$ cat config.mk
export PLATFORM = sky130hd
export DESIGN_NAME = slow_osc_ctrl
export DESIGN_NICKNAME = d
export VERILOG_FILES = /design/src/verilog/slow_osc_ctrl.v /design/src/verilog/pin_sync.v
export VERILOG_INCLUDE_DIRS = /design/src /design/src/verilog
export SDC_FILE = /design/constraint.sdc
export NUM_CORES = 1
export LEC_CHECK = 0
export ABC_AREA = 1
export BUFFER_PORTS_ARGS = -buffer_cell sky130_fd_sc_hd__buf_4
export CORE_MARGIN = 1
export CORE_UTILIZATION = 30
export DETAILED_ROUTE_END_ITERATION = 10
export SLEW_MARGIN = 5
export SYNTH_ARGS = -nofsm -noshare
export SYNTH_HDL_FRONTEND = slang
export SYNTH_SLANG_ARGS = --single-unit
$ cat constraint.sdc
create_clock -name pclk -period 3.25 [get_ports pclk]
set_clock_uncertainty 0.2 [all_clocks]
set_input_delay 0.1625 -clock pclk [delete_from_list [all_inputs] [get_ports pclk]]
set_output_delay 0.1625 -clock pclk [all_outputs]
set_load 0.1 [all_outputs]
$ cat src/verilog/slow_osc_map.vh
// register map, field positions and timing counts of the slow oscillator control
`ifndef SLOW_OSC_MAP_VH
`define SLOW_OSC_MAP_VH
// ----------------------------------------
// register byte offsets
// ----------------------------------------
`define ADDR_CTRL_STATUS      12'h000
`define ADDR_INT_CTRL         12'h004
`define ADDR_CLK_CONFIG       12'h008
// ----------------------------------------
// slow_osc_ctrl_status fields
// ----------------------------------------
`define CS_INT_SLOW_EN        0
`define CS_INT_SLOW_RDY       1
`define CS_OSC_ENABLE         8
`define CS_OSC_READY          9
`define CS_OSC_BYPASS         10
`define CS_SEC_ENABLE         11
`define CS_SEC_FAIL           12
`define CS_RTC_SEL_LO         16
`define CS_RTC_SOFT_RST       23
// ----------------------------------------
// clock_interrupt_ctrl fields
// ----------------------------------------
`define CI_RDY_FLAG           1
`define CI_FAIL_FLAG          6
`define CI_RDY_IE             8
`define CI_FAIL_IE            14
`define CI_RDY_CLR            17
`define CI_FAIL_CLR           22
// ----------------------------------------
// clock_configuration fields
// ----------------------------------------
`define CF_OUT_SEL_LO         24
`define CF_OUT_PRE_LO         28
// ----------------------------------------
// encodings
// ----------------------------------------
`define RTC_SRC_NONE          2'h0
`define RTC_SRC_SLOW_EXT      2'h1
`define RTC_SRC_INT_SLOW      2'h2
`define RTC_SRC_FAST_EXT      2'h3
`define PWR_RUN               2'h0
`define PWR_SLEEP             2'h1
`define PWR_STOP              2'h2
`define PWR_STANDBY           2'h3
// ----------------------------------------
// timing
// ----------------------------------------
`define PCLK_PERIOD_NS        10
`define STARTUP_EDGES         8'h10
`define FAIL_TIMEOUT_NS       100000
`define FAIL_TIMEOUT_CYC      (`FAIL_TIMEOUT_NS / `PCLK_PERIOD_NS)
`endif

$ cat src/verilog/slow_osc_ctrl.v
// slow external oscillator control, failure detector, rtc source and clock output
//
// The register offsets and the APB register port were decided locally.
`timescale 1ns/1ps
`include "slow_osc_map.vh"

// Functional notes
// osc_enable at bit 8 starts the slow oscillator, clearing it stops it.
// hardware sets read-only osc_ready at bit 9 once the oscillator is stable.
// oscillator clock is gated off until osc_ready is set.
// osc_ready rising with ready enable at interrupt bit 8 raises an interrupt.
// bypass plus enable skips the amplifier; slow output pin left undriven.
// in bypass the external source drives a near 50% duty clock.
// software sets security_enable; only reset, rtc soft reset or failure clear it.
// software sets security_enable only after both oscillators ready and rtc source chosen.
// failure detector runs in run, sleep, stop and standby.
// on failure slow clock is withdrawn from rtc; no register field changes (here security_enable clears and sec_fail_q sets).
// on failure a wakeup in standby, otherwise an interrupt.
// after failure software clears security_enable and osc_enable, may reselect rtc.
// clock output divides selected source by 1, 2, 4, 8 or 16.
// 3-bit clk_out_select picks one of seven clock output sources.
// rtc from slow external or internal slow keeps running in stop and standby.
// rtc from fast external is not usable in stop or standby.
// software clears osc_enable and osc_bypass before changing configuration.
// osc_bypass and osc_enable may be set in the same write.
// software polls osc_ready after enabling with a crystal.
// osc_ready clears when osc_enable is cleared.
module slow_osc_ctrl #(
    parameter FAIL_TIMEOUT = `FAIL_TIMEOUT_CYC
) (
    // apb
    input  wire        pclk,
    input  wire        presetn,
    input  wire        psel,
    input  wire        penable,
    input  wire        pwrite,
    input  wire [11:0] paddr,
    input  wire [31:0] pwdata,
    output reg  [31:0] prdata_q,
    output reg         pready_q,
    output reg         pslverr_q,
    // oscillator pins
    input  wire        slow_input_pin,
    output reg         slow_output_pin_q,
    output reg         slow_output_oe_q,
    output reg         amp_enable_q,
    // other clock sources, sampled: sys, fast rc, multi-speed, fast ext, pll
    input  wire [4:0]  other_clk_pins,
    input  wire        internal_slow_pin,
    // power state
    input  wire [1:0]  power_mode,
    // outputs to the system
    output reg         slow_clk_q,
    output reg         rtc_clk_q,
    output reg         irq_q,
    output reg         wakeup_q,
    output reg         clk_out_pin_q
);
    // ----------------------------------------
    // synchronisers
    // ----------------------------------------
    wire [6:0] src_pin;
    wire [6:0] src_lvl;
    wire [6:0] src_rise;
    assign src_pin = {slow_input_pin, internal_slow_pin, other_clk_pins};

    genvar gi;
    generate
        for (gi = 0; gi < 7; gi = gi + 1) begin : g_sync
            pin_sync u_sync (
                .pclk    (pclk),
                .presetn (presetn),
                .pin     (src_pin[gi]),
                .level_q (src_lvl[gi]),
                .rise_q  (src_rise[gi])
            );
        end
    endgenerate

    wire slow_lvl  = src_lvl[6];
    wire slow_rise = src_rise[6];
    wire int_rise  = src_rise[5];

    // ----------------------------------------
    // registers
    // ----------------------------------------
    reg        int_slow_en_q;
    reg        int_slow_rdy_q;
    reg        osc_enable_q;
    reg        osc_ready_q;
    reg        osc_bypass_q;
    reg        sec_enable_q;
    reg        sec_fail_q;
    reg [1:0]  rtc_sel_q;
    reg        rtc_soft_rst_q;
    reg        rdy_flag_q;
    reg        fail_flag_q;
    reg        rdy_ie_q;
    reg        fail_ie_q;
    reg [2:0]  out_sel_q;
    reg [2:0]  out_pre_q;
    reg [7:0]  edge_cnt_q;
    reg [31:0] idle_cnt_q;
    reg [3:0]  div_cnt_q;

    // ----------------------------------------
    // apb decode
    // ----------------------------------------
    wire access   = psel & penable & pready_q;
    wire wr       = access & pwrite;
    wire hit_cs   = (paddr == `ADDR_CTRL_STATUS);
    wire hit_ci   = (paddr == `ADDR_INT_CTRL);
    wire hit_cf   = (paddr == `ADDR_CLK_CONFIG);
    wire mapped   = hit_cs | hit_ci | hit_cf;
    wire wr_cs    = wr & hit_cs;
    wire wr_ci    = wr & hit_ci;
    wire wr_cf    = wr & hit_cf;

    reg [31:0] rd_d;
    always @* begin
        rd_d = 32'h0000_0000;
        if (hit_cs) begin
            rd_d[`CS_INT_SLOW_EN]                   = int_slow_en_q;
            rd_d[`CS_INT_SLOW_RDY]                  = int_slow_rdy_q;
            rd_d[`CS_OSC_ENABLE]                    = osc_enable_q;
            rd_d[`CS_OSC_READY]                     = osc_ready_q;
            rd_d[`CS_OSC_BYPASS]                    = osc_bypass_q;
            rd_d[`CS_SEC_ENABLE]                    = sec_enable_q;
            rd_d[`CS_SEC_FAIL]                      = sec_fail_q;
            rd_d[`CS_RTC_SEL_LO+1:`CS_RTC_SEL_LO]   = rtc_sel_q;
            rd_d[`CS_RTC_SOFT_RST]                  = rtc_soft_rst_q;
        end else if (hit_ci) begin
            rd_d[`CI_RDY_FLAG]                      = rdy_flag_q;
            rd_d[`CI_FAIL_FLAG]                     = fail_flag_q;
            rd_d[`CI_RDY_IE]                        = rdy_ie_q;
            rd_d[`CI_FAIL_IE]                       = fail_ie_q;
        end else if (hit_cf) begin
            rd_d[`CF_OUT_SEL_LO+2:`CF_OUT_SEL_LO]   = out_sel_q;
            rd_d[`CF_OUT_PRE_LO+2:`CF_OUT_PRE_LO]   = out_pre_q;
        end
    end

    // one wait state so all bus outputs come from flops
    always @(posedge pclk or negedge presetn) begin
        if (!presetn) begin
            pready_q  <= 1'b0;
            prdata_q  <= 32'h0000_0000;
            pslverr_q <= 1'b0;
        end else begin
            pready_q  <= psel & penable & ~pready_q;
            pslverr_q <= psel & penable & ~pready_q & ~mapped;
            if (psel & penable & ~pready_q & ~pwrite)
                prdata_q <= rd_d;
        end
    end

    // ----------------------------------------
    // oscillator enable and stabilisation
    // ----------------------------------------
    // a fixed count of clean edges stands in for the analog settling time
    wire startup_done = (edge_cnt_q == `STARTUP_EDGES);
    // detector trips only while armed and the oscillator was good
    wire fail_evt = sec_enable_q & osc_ready_q & ~sec_fail_q &
                    (idle_cnt_q == FAIL_TIMEOUT - 1);

    always @(posedge pclk or negedge presetn) begin
        if (!presetn) begin
            int_slow_en_q  <= 1'b0;
            osc_enable_q   <= 1'b0;
            osc_bypass_q   <= 1'b0;
            rtc_sel_q      <= `RTC_SRC_NONE;
            rtc_soft_rst_q <= 1'b0;
            out_sel_q      <= 3'h0;
            out_pre_q      <= 3'h0;
            rdy_ie_q       <= 1'b0;
            fail_ie_q      <= 1'b0;
        end else begin
            if (wr_cs) begin
                int_slow_en_q  <= pwdata[`CS_INT_SLOW_EN];
                osc_enable_q   <= pwdata[`CS_OSC_ENABLE];
                osc_bypass_q   <= pwdata[`CS_OSC_BYPASS];
                rtc_sel_q      <= pwdata[`CS_RTC_SEL_LO+1:`CS_RTC_SEL_LO];
                rtc_soft_rst_q <= pwdata[`CS_RTC_SOFT_RST];
            end
            if (wr_ci) begin
                rdy_ie_q  <= pwdata[`CI_RDY_IE];
                fail_ie_q <= pwdata[`CI_FAIL_IE];
            end
            if (wr_cf) begin
                out_sel_q <= pwdata[`CF_OUT_SEL_LO+2:`CF_OUT_SEL_LO];
                out_pre_q <= pwdata[`CF_OUT_PRE_LO+2:`CF_OUT_PRE_LO];
            end
        end
    end

    always @(posedge pclk or negedge presetn) begin
        if (!presetn) begin
            edge_cnt_q     <= 8'h00;
            osc_ready_q    <= 1'b0;
            int_slow_rdy_q <= 1'b0;
        end else begin
            if (!osc_enable_q) begin
                edge_cnt_q  <= 8'h00;
                osc_ready_q <= 1'b0;
            end else begin
                if (slow_rise && !startup_done)
                    edge_cnt_q <= edge_cnt_q + 8'h01;
                if (startup_done)
                    osc_ready_q <= 1'b1;
            end
            if (!int_slow_en_q)
                int_slow_rdy_q <= 1'b0;
            else if (int_rise)
                int_slow_rdy_q <= 1'b1;
        end
    end

    // ----------------------------------------
    // amplifier and output pin
    // ----------------------------------------
    // in bypass the feedback pin floats so the external clock is not loaded
    always @(posedge pclk or negedge presetn) begin
        if (!presetn) begin
            amp_enable_q      <= 1'b0;
            slow_output_oe_q  <= 1'b0;
            slow_output_pin_q <= 1'b0;
            slow_clk_q        <= 1'b0;
        end else begin
            amp_enable_q      <= osc_enable_q & ~osc_bypass_q;
            slow_output_oe_q  <= osc_enable_q & ~osc_bypass_q;
            slow_output_pin_q <= ~slow_lvl;
            slow_clk_q        <= slow_lvl & osc_ready_q;
        end
    end

    // ----------------------------------------
    // failure detector
    // ----------------------------------------
    // no power-mode gating: the watchdog counter keeps running in every mode
    always @(posedge pclk or negedge presetn) begin
        if (!presetn) begin
            idle_cnt_q   <= 32'h0000_0000;
            sec_enable_q <= 1'b0;
            sec_fail_q   <= 1'b0;
        end else begin
            if (slow_rise || !sec_enable_q)
                idle_cnt_q <= 32'h0000_0000;
            else if (idle_cnt_q != FAIL_TIMEOUT - 1)
                idle_cnt_q <= idle_cnt_q + 32'h0000_0001;
            if (rtc_soft_rst_q || fail_evt)
                sec_enable_q <= 1'b0;
            else if (wr_cs && pwdata[`CS_SEC_ENABLE])
                sec_enable_q <= 1'b1;
            // status holds until software drops osc_enable
            if (fail_evt)
                sec_fail_q <= 1'b1;
            else if (!osc_enable_q)
                sec_fail_q <= 1'b0;
        end
    end

    // ----------------------------------------
    // interrupt flags and wakeup
    // ----------------------------------------
    wire rdy_set = osc_enable_q & startup_done & ~osc_ready_q;

    always @(posedge pclk or negedge presetn) begin
        if (!presetn) begin
            rdy_flag_q  <= 1'b0;
            fail_flag_q <= 1'b0;
            irq_q       <= 1'b0;
            wakeup_q    <= 1'b0;
        end else begin
            // set wins over a clear in the same cycle
            if (rdy_set)
                rdy_flag_q <= 1'b1;
            else if (wr_ci && pwdata[`CI_RDY_CLR])
                rdy_flag_q <= 1'b0;
            if (fail_evt)
                fail_flag_q <= 1'b1;
            else if (wr_ci && pwdata[`CI_FAIL_CLR])
                fail_flag_q <= 1'b0;
            irq_q <= (rdy_flag_q & rdy_ie_q) |
                     (fail_flag_q & fail_ie_q & (power_mode != `PWR_STANDBY));
            wakeup_q <= fail_evt & (power_mode == `PWR_STANDBY);
        end
    end

    // ----------------------------------------
    // rtc clock source
    // ----------------------------------------
    // a fast crystal is stopped in deep modes, so it cannot keep the rtc alive
    wire deep = (power_mode == `PWR_STOP) | (power_mode == `PWR_STANDBY);
    reg  rtc_d;
    always @* begin
        case (rtc_sel_q)
            `RTC_SRC_SLOW_EXT: rtc_d = slow_lvl & osc_ready_q & ~sec_fail_q;
            `RTC_SRC_INT_SLOW: rtc_d = src_lvl[5] & int_slow_rdy_q;
            `RTC_SRC_FAST_EXT: rtc_d = src_lvl[3] & ~deep;
            default:           rtc_d = 1'b0;
        endcase
    end

    always @(posedge pclk or negedge presetn) begin
        if (!presetn)
            rtc_clk_q <= 1'b0;
        else
            rtc_clk_q <= rtc_d & ~rtc_soft_rst_q;
    end

    // ----------------------------------------
    // clock output path
    // ----------------------------------------
    // source index 7 is the gated slow oscillator, never the raw pin
    wire [7:0] out_lvl  = {slow_lvl & osc_ready_q, src_lvl[5:0], 1'b0};
    wire [7:0] out_rise = {slow_rise & osc_ready_q, src_rise[5:0], 1'b0};
    wire       sel_lvl  = out_lvl[out_sel_q];
    wire       sel_rise = out_rise[out_sel_q];
    // toggle every half period; codes above 4 are treated as divide by 16
    wire [2:0] pre_eff  = (out_pre_q > 3'h4) ? 3'h4 : out_pre_q;
    wire [3:0] half     = (pre_eff == 3'h0) ? 4'h0 : ((4'h1 << (pre_eff - 3'h1)) - 4'h1);
    // edges are counted after the synchroniser, so the output carries one pclk of jitter

    always @(posedge pclk or negedge presetn) begin
        if (!presetn) begin
            div_cnt_q     <= 4'h0;
            clk_out_pin_q <= 1'b0;
        end else if (out_sel_q == 3'h0) begin
            div_cnt_q     <= 4'h0;
            clk_out_pin_q <= 1'b0;
        end else if (pre_eff == 3'h0) begin
            clk_out_pin_q <= sel_lvl;
        end else if (sel_rise) begin
            if (div_cnt_q >= half) begin
                div_cnt_q     <= 4'h0;
                clk_out_pin_q <= ~clk_out_pin_q;
            end else begin
                div_cnt_q <= div_cnt_q + 4'h1;
            end
        end
    end
endmodule // slow_osc_ctrl

$ cat src/verilog/pin_sync.v
// three-stage synchroniser for a pin level with rising-edge pulse
`timescale 1ns/1ps
module pin_sync (
    // clock and reset
    input  wire pclk,
    input  wire presetn,
    // pin side
    input  wire pin,
    // synchronised side
    output reg  level_q,
    output reg  rise_q
);
    reg s1_q;
    reg s2_q;
    reg s3_q;

    // change accepted only once stages two and three agree
    always @(posedge pclk or negedge presetn) begin
        if (!presetn) begin
            s1_q    <= 1'b0;
            s2_q    <= 1'b0;
            s3_q    <= 1'b0;
            level_q <= 1'b0;
            rise_q  <= 1'b0;
        end else begin
            s1_q   <= pin;
            s2_q   <= s1_q;
            s3_q   <= s2_q;
            rise_q <= 1'b0;
            if (s2_q == s3_q) begin
                level_q <= s3_q;
                rise_q  <= s3_q & ~level_q;
            end
        end
    end
endmodule // pin_sync

* Word level (Yosys, flattened, before mapping)
Cells that the tools add are included. W data, S select, Z words.
Word-level totals: bits in registers 126, bits in latches 0, memory bits (writable) 0, bits in read-only memories 0, bits of input ports 58, output and inout bits 42, logic and storage cells 223, memories 0
Operators by class: add/sub/neg operators 5, $mul 0, divide/modulo/power cells 0, magnitude comparators 3, eq/ne operators 23, shift operators 1, mux-type cells 56, bitwise gates (word level) 52, reductions and logical operators 20
Operators by type and width (count):
- $mux W32 | 2
- $mux W1 | 35
- $add A32 B1 Y32 const B | 1
- $and A1 B1 Y1 | 32
- $eq A32 B14 Y1 const B | 1
- $ne A32 B14 Y1 const B | 1
- $mux W4 | 6
- $mux W3 | 7
- $mux W8 | 2
- $not A1 Y1 | 16
- $eq A12 B3 Y1 const B | 1
- $eq A12 B4 Y1 const B | 1
- $logic_not A12 Y1 | 1
- $ne A2 B1 Y1 const B | 5
- $reduce_bool A2 Y1 | 5
- $add A8 B1 Y8 const B | 1
- $eq A2 B2 Y1 const B | 4
- $eq A8 B5 Y1 const B | 1
- $eq A1 B1 Y1 | 7
- $bmux W1 S3 | 2
- $logic_not A3 Y1 | 2
- $reduce_bool A3 Y1 | 2
- $add A4 B1 Y4 const B | 1
- $ge A4 B4 Y1 | 1
- 14 further kinds | 23

* Logic depth before layout (Yosys ltp)
depth in word-level cells 11, depth in mapped cells 15, mapped depth without buffers 15

* Hierarchy
Synthesis repeated with hierarchy kept, for this count alone.
Second synthesis, totals: cell total of the unflattened synthesis 777, area, all modules 6223.5 um^2
By module, submodules not included:
- slow_osc_ctrl | instances 1, cells an instance 707, area an instance 5207.5 um^2
- pin_sync | instances 7, cells an instance 10, area an instance 145.1 um^2

* Worst setup path after synthesis
OpenSTA, ideal clock, no wires.
kind reg2reg, start register out_pre_q[2], end register clk_out_pin_q, arrival 2437 ps, setup slack 490 ps, stages on the path, launching flop included 14, path buffers 0, clock period less this slack 2760 ps, cell sequence dfrtp_1 inv_1 o21ai_0 ha_1 nand4_1 o21ai_0 xnor2_1 nand2_1 ha_1 a21oi_1 a21boi_0 nand4_1 nand3_1 nand2_1
On the way: cells in the longest elaborated chain, start to end 9
RTL lines:
- start, declared | line slow_osc_ctrl.v:101 | reg [2:0] out_pre_q;
- start signal, assigned | line slow_osc_ctrl.v:191 | out_pre_q <= pwdata[`CF_OUT_PRE_LO+2:`CF_OUT_PRE_LO];
- $gt A3 B3 Y1 | line slow_osc_ctrl.v:320 | wire [2:0] pre_eff = (out_pre_q > 3'h4) ? 3'h4 : out_pre_q;
- $mux W3 * | line slow_osc_ctrl.v:320
- $sub A3 B1 Y3 | line slow_osc_ctrl.v:321 | wire [3:0] half = (pre_eff == 3'h0) ? 4'h0 : ((4'h1 << (pre_eff - 3'h1)) - 4'h1);
- $shl A1 B3 Y4 | line slow_osc_ctrl.v:321
- $sub A4 B1 Y4 | line slow_osc_ctrl.v:321
- $mux W4 | line slow_osc_ctrl.v:321
- $ge A4 B4 Y1 | line slow_osc_ctrl.v:334 | if (div_cnt_q >= half) begin
- $reduce_bool A3 Y1 (no source line)
- $reduce_and A2 Y1 (no source line)
- end signal, assigned | line slow_osc_ctrl.v:332 | clk_out_pin_q <= sel_lvl;
- end signal, assigned | line slow_osc_ctrl.v:336 | clk_out_pin_q <= ~clk_out_pin_q;
- end, declared | line slow_osc_ctrl.v:57 | output reg clk_out_pin_q
Mark *: on every way between the ends. The rest lies on a longest branch, timed or not. A chain may end at the register's enable or synchronous reset.

* Worst setup path after layout
Ends and elaborated chain as after synthesis.

==> metrics <==
leakage=0.00378 uW; TritonCTS clock tree=yes; Seq/Total Area, Yosys=0.510; unrepaired setup endpoints after global routing=false; gpl congestion=0.860; number of I/O port buffers=68; Hold Fails Final Rpt=0; Clock Latency Late Sink=0.42 ns; Max clock buf depth=2; Worst Hold Launch=paddr[8]; period utilisation layout=0.922; #FFs+latches synth=126; Top FF cell, synth=dfrtp_1; setup_tns=0 ns; number of flops mapped to enable cells by yosys=0; fin. max-slew vios=0; power per cell area=503 nW/um^2; CP max stage cell=dfrtp_1; postcts setup bufs=0; core box area=20200 um^2; dpl hpwl=10400 um; I/O pin count=100; DR iter-0 viols=320; Final WS setup=0.252 ns; Slew @ Worst Pin=0.570 ns; area of the multi-input gates=2590 um^2; Min-Delay Endpoint=prdata_q[14]; top sig layer=met4; minimum clock period=3.00 ns; Nets=936; drt pass-1 iters=4; top cell type's share of synthesized area=0.510; Final setup viols=0; endpoint class of the critical path=register; Vias/cell=4.48; Die Footprint=21200 um^2; reg2reg path depth=13; Num CTS Buffers=17; DRT antenna net count=0; M1 WL=7000 um; slew margin rel.=0.618; hold depth=6; synth-to-layout area growth=28.5%; Buf+Inv Stages, Crit Path=1; met2 routed WL=6670 um; number of fillers in the final layout=1999; htree depth=4; post-place setup slack=0.0992 ns; # DRC=0; worst-path fanout max=6; status=finished clean; cell area after synthesis=6180 um^2; RR Startpoint=out_pre_q[2]; Netlist cell types=41; Max Cap Viol=0; Die Y=146 um; flop-to-flop setup slack=0.25 ns; initial antenna violation count=0; Remaining Overflow, GRT=0; critical path class=register to register; Synth area leader=dfrtp_1; Clock transition at path regs=0.06 ns; async set-reset flop share out of synthesis=1.00; Max Clock Freq=334 MHz; largest net degree at the start of global routing=57; gr usage total=0.144; crit path cell chain=inv_1, o21ai_0, ha_1, nand4_1, o21ai_0, xnor2_1, nand2_1, ha_1, a21oi_1, a21boi_1, nand4_1, nand3_1, nand2_1; Synth Instances=752; Cell Rows=52; Crit path max-delay family=compound AO/OA/AOI/OAI gates; n_diodes=0; DR WL met3=466 um; CTS Sinks=126; Wirelength per Cell=12.5 um; Reg-to-Reg End=clk_out_pin_q; main area contributors after synthesis=dfrtp_1, nand2_1, nor2_1; WP data required=3.35 ns; Critical Path Max Stage Delay=0.42 ns; Initial Util=0.306; critical path arrival=3.10 ns; sequential cell area=3150 um^2; Min-Delay Path Class=input pin to register; first-pass GRT wire length=24400 um; Via Count=5156; CTS Root Buffer Type=clkbuf_16; startpoint types=register; share of cells above drive strength 1=0.162; Post-Syn Area per Cell=8.22 um^2; Die Wd=146 um; yosys warns=0; vias in the first global route=5012; Peak supply drop=0.344 mV; WL final=14400 um
-- how the worst max path moves through the flow --
stage               depth (start not counted)            end          from  slack (ns)
finish                                     13  clk_out_pin_q  out_pre_q[2]        0.25
global route                               12   div_cnt_q[2]  out_pre_q[2]       0.005
detailed placement                         13  clk_out_pin_q  out_pre_q[2]         0.1
floorplan                                  13  clk_out_pin_q  out_pre_q[2]        0.49
CTS                                        12   div_cnt_q[0]  out_pre_q[2]        0.09
global placement                           13  clk_out_pin_q  out_pre_q[2]        0.20
-- layer usage --
metal  vias up  global-route usage
met2        95               0.233
met4         0              0.0468
li1       2639                   -
met5         -                   0
met1      2404               0.191
met3        18              0.0310
-- registers in the layout (all words and copies together) (netlist names), 4 cells and up --
name,cells
idle_cnt_q,32
prdata_q,18
edge_cnt_q,8
g_sync.u_sync.level_q,7
g_sync.u_sync.rise_q,7
g_sync.u_sync.s1_q,7
g_sync.u_sync.s2_q,7
g_sync.u_sync.s3_q,7
div_cnt_q,4
-- where the power goes --
group	total (uW)	internal, uW	switching (uW)	leakage (uW)
combinational	349	112	237	0.00189
sequential	1670	1630	44.1	0.00161
clock	1970	1250	721	0.000278
-- kinds of logic (layout without fill, tap and decap cells) --
logic type | count (synthesis) | in the layout | synth area share
DFF | 126 | 126 | 0.510
other | 1 | 14 | 0.000607
xor gates and xnor gates | 7 | 7 | 0.00992
AOI/OAI and AO/OA | 78 | 78 | 0.0702
adders and majority gates | 10 | 10 | 0.0202
buffers and inverters | 111 | 227 | 0.0795
and+or+nand+nor | 419 | 419 | 0.309
-- what timing repair did --
action	CTS	global route
resized for setup	0	1
endpoints found under the hold margin	125	0
hold buffers	38	0
endpoints found under the setup margin	0	5
-- through the flow --
stage	cells	util	area (um^2)	hold slack (ns)	total power (uW)
2_1_floorplan	765	-	6230	-0.333	1910
3_3_place_gp	1081	0.343	6950	-0.0302	2020
3_5_place_dp	1081	0.343	6950	-0.0274	2030
4_1_cts	1151	0.393	7940	0.0164	4040
5_1_grt	1151	0.393	7940	0.0605	4170
6_report	1151	0.393	7940	0.0365	3990
-- worst min-delay path: stages --
cell     delay, ns
buf_4         0.08
nor2_1        0.03
nand2_1       0.11
nor3_1        0.11
nand3_1       0.08
nand2_1       0.04
-- final cells by class --
cell class / instances / area share
Timing Repair Buffer: 109 / 0.117
Clock buffer: 20 / 0.0575
Multi-Input combinational cell: 528 / 0.326
Tap cell: 270 / 0.0425
Inverter: 86 / 0.0406
Sequential cell: 126 / 0.397
Clock inverter: 12 / 0.0202
-- synth_stat cells, drive strengths merged, types with 2 or more instances --
cell type and number:
a21oi 25, buf 20, clkbuf 5, dfrtp 126, ha 10, inv 85
nand2 213, nand3 51, nand4 17, nor2 97, nor3 34, nor3b 2
o21ai 36, o31ai 11, or2 2, xnor2 3, xor2 4
-- placed cells by master (no fill, tap or decap), types with 7 or more instances in the layout --
| master | netlist | layout |
|---|---|---|
| nor2_1 | 85 | 85 |
| nand2_1 | 203 | 203 |
| clkbuf_16 | 0 | 17 |
| nor3_1 | 26 | 26 |
| nor3_2 | 7 | 7 |
| nand3_1 | 48 | 48 |
| dlygate4sd3_1 | 0 | 38 |
| nand4_1 | 17 | 17 |
| o21ai_0 | 35 | 35 |
| conb_1 | 1 | 14 |
| nand2_2 | 8 | 8 |
| buf_4 | 16 | 70 |
| ha_1 | 10 | 10 |
| dfrtp_1 | 126 | 126 |
| o31ai_1 | 11 | 11 |
| clkinvlp_4 | 0 | 7 |
| a21oi_1 | 25 | 25 |
| inv_1 | 79 | 79 |
Power figures use the tool's default switching activity.
